==> config.mk <==
export PLATFORM = sky130hd
export DESIGN_NAME = rrag_core
export DESIGN_NICKNAME = d
export VERILOG_FILES = /design/src/rrag_pkg.sv /design/src/rrag_xmap.sv /design/src/rrag_core.sv
export VERILOG_INCLUDE_DIRS = /design/src
export SDC_FILE = /design/constraint.sdc
export NUM_CORES = 1
export LEC_CHECK = 0
export BUFFER_PORTS_ARGS = -buffer_cell sky130_fd_sc_hd__buf_2
export CAP_MARGIN = 20
export CORE_UTILIZATION = 42
export CTS_CLUSTER_DIAMETER = 40
export DETAILED_ROUTE_END_ITERATION = 10
export GPL_TIMING_DRIVEN = 1
export PLACE_DENSITY = 0.6
export SYNTH_ARGS = -nofsm -noshare
export SYNTH_HDL_FRONTEND = slang
export SYNTH_HIERARCHICAL = 1
export SYNTH_SLANG_ARGS = --single-unit
==> constraint.sdc <==
create_clock -name i_clk_sys -period 3.9 [get_ports i_clk_sys]
set_input_delay 0.78 -clock i_clk_sys [delete_from_list [all_inputs] [get_ports i_clk_sys]]
set_output_delay 0.78 -clock i_clk_sys [all_outputs]
set_load 0.05 [all_outputs]
==> src/rrag_cfg.svh <==
// Constants of the raster refresh address generator: offsets, fields,
// reset values and counts. Included by every design file that needs them.
`ifndef RRAG_CFG_SVH
`define RRAG_CFG_SVH

// Register byte offsets (word aligned, Avalon-MM byte address)
`define RRAG_OFF_CTRL 5'h00
`define RRAG_OFF_XPT 5'h04
`define RRAG_OFF_YPT 5'h08
`define RRAG_OFF_XORG 5'h0c
`define RRAG_OFF_YORG 5'h10
`define RRAG_OFF_MOVE 5'h14
`define RRAG_OFF_MEMOP 5'h18
`define RRAG_OFF_STAT 5'h1c

// Field positions
`define RRAG_EQ_LSB 0
`define RRAG_EQ_MSB 3
`define RRAG_COORD_MSB 11
`define RRAG_STAT_REFUSED 0

// Reset values
`define RRAG_CTRL_RST 4'h0
`define RRAG_MEMOP_RST 2'h0

// Timing and counting figures
`define RRAG_LINE_LIMIT 4'hc
`define RRAG_BCD_LAST 4'h9
`define RRAG_OP_NOP 2'h3

// Backplane key codes {key_a, key_b}; any other code means high resolution
`define RRAG_KEY_LOW 2'h0
`define RRAG_KEY_MED 2'h1

`endif

==> src/rrag_pkg.sv <==
// Types of the raster refresh address generator.
// Assumes rrag_cfg.svh supplies the numeric constants.
package rrag_pkg;

    // Update equation: step enables and directions per axis
    typedef struct packed {
        logic y_up;
        logic y_en;
        logic x_up;
        logic x_en;
    } rrag_eq_t;

    // Select signals from the memory timing generator
    typedef struct packed {
        logic access_vs_refresh_select;
        logic row_col_select_a;
        logic row_col_select_b;
    } rrag_tgen_t;

    typedef enum logic [1:0] {
        RES_LOW,
        RES_MED,
        RES_HIGH
    } rrag_res_t;

    typedef enum logic {
        BUS_IDLE,
        BUS_ACK
    } rrag_bus_st_t;

endpackage : rrag_pkg

==> src/rrag_xmap.sv <==
// X coordinate mapping: binary X into the mixed low/decimal/upper format.
// Assumes a binary coordinate below 640; larger values map to garbage.
`timescale 1ns/1ps

module rrag_xmap
    import rrag_pkg::*;
(
    input wire logic [9:0] i_coord,
    output logic [9:0] o_mixed
);

    logic [3:0] rom_lo [256];
    logic [3:0] rom_hi [256];
    logic [7:0] idx;

    // Two lowest bits are already correct in both formats
    assign idx = i_coord[9:2];

    // Constant tables: quotient and remainder of the index by five
    for (genvar a = 0; a < 256; a++) begin : g_rom
        localparam int Q = a / 5;
        localparam int R = a % 5;
        assign rom_lo[a] = {Q[0], R[2:0]};
        assign rom_hi[a] = Q[4:1];
    end

    assign o_mixed = {rom_hi[idx], rom_lo[idx], i_coord[1:0]};

endmodule : rrag_xmap

==> src/rrag_core.sv <==
// Refresh memory address generator: operating point counters, origins,
// screen refresh counters and row/column address multiplexing.
// Assumes sequencer, sync and timing-generator inputs share i_clk_sys,
// which runs at the system half clock; only the backplane keys are async.
//
// Notes on behaviour
// - Update equation from control register, from bus bits on move loads.
// - Equation plus per-axis step pulses give count pulse and direction.
// - X point is one binary bit, one decimal digit, five binary bits.
// - X point lowest bit ignored except in highest resolution.
// - X point load takes the mapped X coordinate.
// - Each step moves the addressed point counter by one, X point by two below highest resolution.
// - Six low X point bits go out; four upper bits to multiplexer.
// - Y point is a 12-bit up/down counter loaded from doubler.
// - Field bit of Y point goes straight to memories.
// - First stage picks operating-point or refresh 12-bit address.
// - Second stage sends the address as row then column halves.
// - Row/column select is the AND of two timing selects.
// - Coordinates pass unchanged or shifted one place up.
// - Low doubles both axes, medium only Y, high neither.
// - X coordinates are mapped into the mixed format.
// - Two X bits pass directly; the rest address two lookup tables.
// - Y origin takes doubled value and feeds Y refresh counter.
// - X origin takes mapped value; its low bit picks line parity.
// - Refresh counters preset from origins in blanking intervals.
// - X refresh counter advances each half clock during the line.
// - X refresh low digit is timing; next bit out; top four muxed.
// - Two-bit code picks refresh, read, write or no-access cycle.
// - X origin loads at most once per twelve scan lines.
//
// The implementer's own choices: the Avalon-MM interface to the registers and the placing of the registers.
`timescale 1ns/1ps

`include "rrag_cfg.svh"

module rrag_core
    import rrag_pkg::*;
(
    input wire logic i_clk_sys,
    input wire logic i_reset_n,
    input wire logic [4:0] i_address,
    input wire logic i_read,
    input wire logic i_write,
    input wire logic [31:0] i_writedata,
    input wire logic [3:0] i_byteenable,
    output logic [31:0] o_readdata,
    output logic o_waitrequest,
    input wire logic i_x_step_pulse,
    input wire logic i_y_step_pulse,
    input wire logic i_resolution_key_a,
    input wire logic i_resolution_key_b,
    input wire logic i_hblank_preset,
    input wire logic i_vblank_preset,
    input wire rrag_tgen_t i_tgen,
    output logic [5:0] o_x_element_addr,
    output logic o_access_field_bit,
    output logic o_line_parity_bit,
    output logic [3:0] o_state_timing,
    output logic o_refresh_addr_bit,
    output logic [5:0] o_ram_addr,
    output logic [1:0] o_cycle_code
);

    // Step the mixed value; skip_lo steps at the decimal digit
    function automatic logic [9:0] mix_step(
        input logic [9:0] v,
        input logic up,
        input logic skip_lo
    );
        logic lo;
        logic [3:0] d;
        logic [4:0] hi;
        logic c;
        lo = v[0];
        d = v[4:1];
        hi = v[9:5];
        c = 1'b1;
        if (!skip_lo) begin
            c = up ? lo : ~lo;
            lo = ~lo;
        end
        if (c) begin
            if (up) begin
                if (d >= `RRAG_BCD_LAST) begin
                    d = 4'h0;
                    hi = hi + 5'h01;
                end else begin
                    d = d + 4'h1;
                end
            end else begin
                if (d == 4'h0) begin
                    d = `RRAG_BCD_LAST;
                    hi = hi - 5'h01;
                end else begin
                    d = d - 4'h1;
                end
            end
        end
        return {hi, d, lo};
    endfunction : mix_step

    rrag_bus_st_t bus_st_r;
    rrag_eq_t ctrl_r;
    rrag_eq_t eq_sel;
    rrag_res_t res;
    logic [1:0] key_s1_r;
    logic [1:0] key_s2_r;
    logic [9:0] x_point_r;
    logic [11:0] y_point_r;
    logic [9:0] x_origin_r;
    logic [11:0] y_origin_r;
    logic [8:0] xr_r;
    logic [7:0] yr_r;
    logic [3:0] line_cnt_r;
    logic hblank_d_r;
    logic refused_r;
    logic [1:0] memop_r;
    logic acc;
    logic wr_acc;
    logic dbl;
    logic x_count_pulse;
    logic x_count_direction;
    logic y_count_pulse;
    logic y_count_direction;
    logic x_point_load;
    logic y_point_load;
    logic x_scroll_load;
    logic y_scroll_load;
    logic move_load;
    logic line_start;
    logic [11:0] coord;
    logic [9:0] x_mapped;
    logic [11:0] op_addr;
    logic [11:0] rf_addr;
    logic [11:0] chosen;
    logic col_sel;
    logic [31:0] rd_mux;
    logic [9:0] xr_step;

    // Backplane keys come from jumpers outside this clock domain
    always_ff @(posedge i_clk_sys or negedge i_reset_n) begin
        if (!i_reset_n) begin
            key_s1_r <= 2'h0;
            key_s2_r <= 2'h0;
        end else begin
            key_s1_r <= {i_resolution_key_a, i_resolution_key_b};
            key_s2_r <= key_s1_r;
        end
    end

    always_comb begin
        unique case (key_s2_r)
            `RRAG_KEY_LOW: res = RES_LOW;
            `RRAG_KEY_MED: res = RES_MED;
            default: res = RES_HIGH;
        endcase
    end

    // Avalon-MM slave: one wait cycle, access takes effect on release
    always_ff @(posedge i_clk_sys or negedge i_reset_n) begin
        if (!i_reset_n) begin
            bus_st_r <= BUS_IDLE;
            o_waitrequest <= 1'b1;
            o_readdata <= 32'h0;
        end else begin
            unique case (bus_st_r)
                BUS_IDLE: if (i_read || i_write) begin
                    bus_st_r <= BUS_ACK;
                    o_waitrequest <= 1'b0;
                    o_readdata <= i_read ? rd_mux : 32'h0;
                end
                BUS_ACK: begin
                    bus_st_r <= BUS_IDLE;
                    o_waitrequest <= 1'b1;
                end
            endcase
        end
    end

    assign acc = (bus_st_r == BUS_ACK);
    assign wr_acc = acc && i_write && i_byteenable[0];
    assign x_point_load = wr_acc && (i_address == `RRAG_OFF_XPT);
    assign y_point_load = wr_acc && (i_address == `RRAG_OFF_YPT);
    assign x_scroll_load = wr_acc && (i_address == `RRAG_OFF_XORG);
    assign y_scroll_load = wr_acc && (i_address == `RRAG_OFF_YORG);
    assign move_load = wr_acc && (i_address == `RRAG_OFF_MOVE);

    always_comb begin
        unique case (i_address)
            `RRAG_OFF_CTRL: rd_mux = {28'h0, ctrl_r};
            `RRAG_OFF_XPT: rd_mux = {22'h0, x_point_r};
            `RRAG_OFF_YPT: rd_mux = {20'h0, y_point_r};
            `RRAG_OFF_XORG: rd_mux = {22'h0, x_origin_r};
            `RRAG_OFF_YORG: rd_mux = {20'h0, y_origin_r};
            `RRAG_OFF_MEMOP: rd_mux = {28'h0, o_cycle_code, memop_r};
            `RRAG_OFF_STAT: rd_mux = {24'h0, line_cnt_r, 1'b0, res,
                                      refused_r};
            default: rd_mux = 32'h0;
        endcase
    end

    // Control register and next memory cycle code
    always_ff @(posedge i_clk_sys or negedge i_reset_n) begin
        if (!i_reset_n) begin
            ctrl_r <= `RRAG_CTRL_RST;
            memop_r <= `RRAG_MEMOP_RST;
        end else if (wr_acc && i_address == `RRAG_OFF_CTRL) begin
            ctrl_r <= i_writedata[`RRAG_EQ_MSB:`RRAG_EQ_LSB];
        end else if (wr_acc && i_address == `RRAG_OFF_MEMOP) begin
            memop_r <= i_writedata[1:0];
        end
    end

    assign eq_sel = move_load ? rrag_eq_t'(i_writedata[3:0]) : ctrl_r;
    assign x_count_pulse = i_x_step_pulse && eq_sel.x_en;
    assign x_count_direction = eq_sel.x_up;
    assign y_count_pulse = i_y_step_pulse && eq_sel.y_en;
    assign y_count_direction = eq_sel.y_up;

    // doubling by one place toward the top
    assign dbl = (res == RES_LOW) ||
                 (res == RES_MED && !move_is_x(i_address));
    assign coord = dbl ? {i_writedata[10:0], 1'b0}
                       : i_writedata[`RRAG_COORD_MSB:0];

    // axis indicator: address as argument keeps the assign sensitive
    function automatic logic move_is_x(input logic [4:0] a);
        return (a == `RRAG_OFF_XPT) || (a == `RRAG_OFF_XORG);
    endfunction : move_is_x

    // mapped X value from lookup tables
    rrag_xmap u_xmap (
        .i_coord(coord[9:0]),
        .o_mixed(x_mapped)
    );

    // X operating point; load wins over a step
    always_ff @(posedge i_clk_sys or negedge i_reset_n) begin
        if (!i_reset_n) begin
            x_point_r <= 10'h000;
        end else if (x_point_load) begin
            // low bit dropped below highest resolution
            x_point_r <= {x_mapped[9:1], (res == RES_HIGH) & x_mapped[0]};
        end else if (x_count_pulse) begin
            x_point_r <= mix_step(x_point_r, x_count_direction,
                                  res != RES_HIGH);
        end
    end

    always_ff @(posedge i_clk_sys or negedge i_reset_n) begin
        if (!i_reset_n) begin
            y_point_r <= 12'h000;
        end else if (y_point_load) begin
            y_point_r <= coord;
        end else if (y_count_pulse) begin
            y_point_r <= y_count_direction ? y_point_r + 12'h001
                                           : y_point_r - 12'h001;
        end
    end

    assign line_start = i_hblank_preset && !hblank_d_r;

    // line counter since last X origin load, saturating
    always_ff @(posedge i_clk_sys or negedge i_reset_n) begin
        if (!i_reset_n) begin
            hblank_d_r <= 1'b0;
            line_cnt_r <= `RRAG_LINE_LIMIT;
        end else begin
            hblank_d_r <= i_hblank_preset;
            if (x_scroll_load && line_cnt_r >= `RRAG_LINE_LIMIT) begin
                line_cnt_r <= 4'h0;
            end else if (line_start && line_cnt_r < `RRAG_LINE_LIMIT) begin
                line_cnt_r <= line_cnt_r + 4'h1;
            end
        end
    end

    // X origin, early loads refused and flagged
    always_ff @(posedge i_clk_sys or negedge i_reset_n) begin
        if (!i_reset_n) begin
            x_origin_r <= 10'h000;
            refused_r <= 1'b0;
        end else if (x_scroll_load) begin
            if (line_cnt_r >= `RRAG_LINE_LIMIT) begin
                x_origin_r <= x_mapped;
            end else begin
                refused_r <= 1'b1;
            end
        end else if (wr_acc && i_address == `RRAG_OFF_STAT &&
                     i_writedata[`RRAG_STAT_REFUSED]) begin
            refused_r <= 1'b0;
        end
    end

    always_ff @(posedge i_clk_sys or negedge i_reset_n) begin
        if (!i_reset_n) begin
            y_origin_r <= 12'h000;
        end else if (y_scroll_load) begin
            y_origin_r <= coord;
        end
    end

    // X refresh counter, decimal digit at the bottom
    assign xr_step = mix_step({xr_r, 1'b0}, 1'b1, 1'b1);

    always_ff @(posedge i_clk_sys or negedge i_reset_n) begin
        if (!i_reset_n) begin
            xr_r <= 9'h000;
        end else if (i_hblank_preset) begin
            xr_r <= x_origin_r[9:1];
        end else begin
            xr_r <= xr_step[9:1];
        end
    end

    // Y refresh counter, one line per blanking start
    always_ff @(posedge i_clk_sys or negedge i_reset_n) begin
        if (!i_reset_n) begin
            yr_r <= 8'h00;
        end else if (i_vblank_preset) begin
            yr_r <= y_origin_r[7:0];
        end else if (line_start) begin
            yr_r <= yr_r + 8'h01;
        end
    end

    // code latched at the last state of each cycle
    always_ff @(posedge i_clk_sys or negedge i_reset_n) begin
        if (!i_reset_n) begin
            o_cycle_code <= `RRAG_OP_NOP;
        end else if (i_hblank_preset) begin
            // No access while the counter is reloaded in blanking
            o_cycle_code <= `RRAG_OP_NOP;
        end else if (xr_r[3:0] == `RRAG_BCD_LAST) begin
            o_cycle_code <= memop_r;
        end
    end

    assign op_addr = {y_point_r[8:1], x_point_r[9:6]};
    assign rf_addr = {yr_r, xr_r[8:5]};
    assign chosen = i_tgen.access_vs_refresh_select ? op_addr : rf_addr;
    assign col_sel = i_tgen.row_col_select_a && i_tgen.row_col_select_b;

    // row then column half to the RAMs
    always_ff @(posedge i_clk_sys or negedge i_reset_n) begin
        if (!i_reset_n) begin
            o_ram_addr <= 6'h00;
        end else begin
            o_ram_addr <= col_sel ? chosen[11:6] : chosen[5:0];
        end
    end

    assign o_x_element_addr = x_point_r[5:0];
    assign o_access_field_bit = y_point_r[0];
    assign o_line_parity_bit = x_origin_r[0];
    assign o_state_timing = xr_r[3:0];
    assign o_refresh_addr_bit = xr_r[4];
endmodule : rrag_core

==> out/metrics.cfg <==
[global_route]
grt_util_met2_pct=36.8
top_usage_layer=met2
antenna_found_initial=0
grt_max_degree=52
grt_use_total_pct=23.4
met1_usage_pct=32.9
grt_pass1_wl_mm=31.5
grt_pass1_vias=5616
use_met3_pct=4.00
overflow=0

[clock_network]
post_cts_buffers=0
cts_tree=done
cts_buffers=9
cts_sinks=99
h-tree-depth=3
clkTransAtPathRegs_ps=70
ctsHoldBuffers=0
ctsResizeCount=0
clk_latency_ps=360
root_buffer=clkbuf_16
clock_path_buffers=2

[synth]
ys_seq_area_share_pct=34.9
yosysTopAreaCell=dfrtp_1
synth_commonest_cells=94 x dfrtp_1, 88 x nand2_1, 52 x a21oi_1, 46 x nor2_1
synth-edff-count=0
netlist-cell-type-count=83
async_flop_share_pct=100
ys.flop_type=dfrtp_1
syn_inst=785
ys_warn_count=6
ys_top_cells_by_area=dfrtp_1 33%, mux2_2 4.9%, nand2_1 4.6%
synth-seq-cells=99
synth.cell_area_sq_um=7110
yosysMostFrequentCell=dfrtp_1
syn_avg_cell_area_sq_um=9.06
synth_top_area_share_pct=33.1

[hold_path]
hold_path.class=reg2reg
worstHoldEndpoint=key_s2_r[1]
min_from=key_s1_r[1]
hold_depth=0

[timing]
min_period_over_period_pct=90.7
setup_viol=0
fmax_ghz=0.283
fin_skew_ps=8.99
slew_headroom_pct=38.7
rsz0062_at_grt=false
slew_violations=0
setup-tns-final_ps=0
fin_crit_ps=3540
worst_pin_slew_ps=918
finalHoldViolations=0

[final_layout]
stdcell_count=1070
synthToLayoutAreaGrowth_pct=11.8
antennaDiodeCount=0
final_area_sq_um=7950
num-nets-final=918
drive_gt1_share_pct=22.6
final_util_pct=47.9

[placed_design]
finalWeightedCongestion=0.881
placed_area_sq_um=7650
dp_cells=1054
io_buffer_count=64
hpwl_mm=15.1

[critical_path]
r2r_setup_slack_ps=560
rr_worst_depth=12
start_kind=input pin
crit_type=in2reg
crit_arrival_ps=3830
cp_max_fo=18
cp.required_ps=4190
r2r_end=x_origin_r[5]
regToRegStartpoint=key_s2_r[0]
critPathCaptureType=register

[flow_run]
cap_violations=0

[routing]
wirelength_mm=19.9
ant_nets=0
vias=6095
wl_per_cell_microns=18.6
drtPass1Iterations=7
vias_per_cell=5.70
drt_iter0_markers=382
drc=0

[power]
p_per_area_nw_per_um2=482
ir_drop_v=0.000278
total_leakage_power_uw=0.00355

[die]
fp.dieW_microns=132
start_util_pct=42.9
rows=47
design.core.area_sq_um=16600
die_area_sq_um=17500
ios=108
die-height_microns=132

[status]
status=complete, no violations

## kinds of logic (layout without fill, tap and decap cells)
| family | after synthesis | in the layout | synth area share (%) |
|---|---|---|---|
| muxes | 66 | 66 | 11.1 |
| buffers and inverters | 107 | 153 | 8.41 |
| adders and majority gates | 20 | 20 | 3.59 |
| and+or+nand+nor | 246 | 246 | 17.2 |
| DFF | 99 | 99 | 34.9 |
| xor gates and xnor gates | 33 | 33 | 4.17 |
| AOI/OAI and AO/OA | 213 | 213 | 20.5 |
| other | 1 | 20 | 0.0527 |
## worst max-delay path, cell delays in order
cell	delay, ps
buf_2	100
nor2_1	220
a41oi_1	150
buf_4	180
buf_4	170
mux2_2	430
buf_4	210
or3_1	340
a21oi_1	190
a221oi_1	90
mux2i_1	150
a211oi_1	90
a21oi_1	460
mux2_2	250
## cell type report
cell class	instances	area, sq um
inverters	27	101
flip-flops and latches	99	2480
repair buffers	110	681
clock buffers	10	229
well taps	220	275
multi-input cells	598	4110
fillers	1623	8630
clock inverters	6	66.3
## flip-flops by register name, summed over array words and instances (netlist names)
signal	count
acc	1
ctrl_r	4
hblank_d_r	1
key_s1_r	2
key_s2_r	2
line_cnt_r	4
memop_r	2
o_cycle_code	2
o_ram_addr	6
o_readdata	12
o_waitrequest	1
refused_r	1
x_origin_r	10
x_point_r	10
xr_r	9
y_origin_r	12
y_point_r	12
yr_r	8
## placed cells by master, fill, tap and decap left out, types with 10 or more instances in the layout
cell / netlist / routed
nand2_1: 88 / 88
nand2b_1: 15 / 15
xnor2_1: 18 / 18
a22oi_1: 12 / 12
o21ai_0: 40 / 40
conb_1: 1 / 20
nor3_1: 13 / 12
mux2_2: 31 / 31
nand3_1: 17 / 17
a21oi_1: 52 / 52
ha_1: 18 / 18
mux2i_1: 27 / 27
a221oi_1: 13 / 13
xor2_1: 14 / 14
o22ai_1: 10 / 10
inv_1: 25 / 25
nor2_1: 46 / 46
buf_2: 7 / 63
buf_4: 40 / 46
dfrtp_1: 94 / 94
## where the power goes
| part | switching (uW) | leakage (uW) | internal, uW | total, uW |
|---|---|---|---|---|
| sequential | 293 | 0.00130 | 1220 | 1510 |
| combinational | 879 | 0.00211 | 546 | 1420 |
| clock | 400 | 0.000135 | 497 | 897 |
## how the worst max path moves through the flow
| stage | start | end | slack (ps) | cells after the start |
|---|---|---|---|---|
| 4_1_cts | i_address[1] | x_origin_r[2] | 380 | 14 |
| 6_report | i_address[1] | x_origin_r[5] | 360 | 14 |
| 3_5_place_dp | i_address[1] | x_origin_r[2] | -5 | 14 |
| 2_1_floorplan | i_address[4] | x_origin_r[2] | 110 | 16 |
| 5_1_grt | i_address[1] | x_origin_r[2] | 160 | 14 |
| 3_3_place_gp | i_address[1] | x_origin_r[2] | 30 | 14 |
## routing by layer
metal	wire length, microns	share of wire (%)
met1	9300	47
met2	9230	46
met3	956	4.8
met4	437	2.2
met5	0	0
## per-stage QoR
stage | total power, uW | setup slack (ps) | hold slack, ps
after CTS | 3840 | 375 | 349
after floorplan | 2580 | 108 | 331
after global routing | 4050 | 155 | 356
after detailed placement | 2930 | -4.63 | 335
final | 3830 | 362 | 349
after global placement | 2920 | 29.2 | 333
Power figures use the tool's default switching activity.
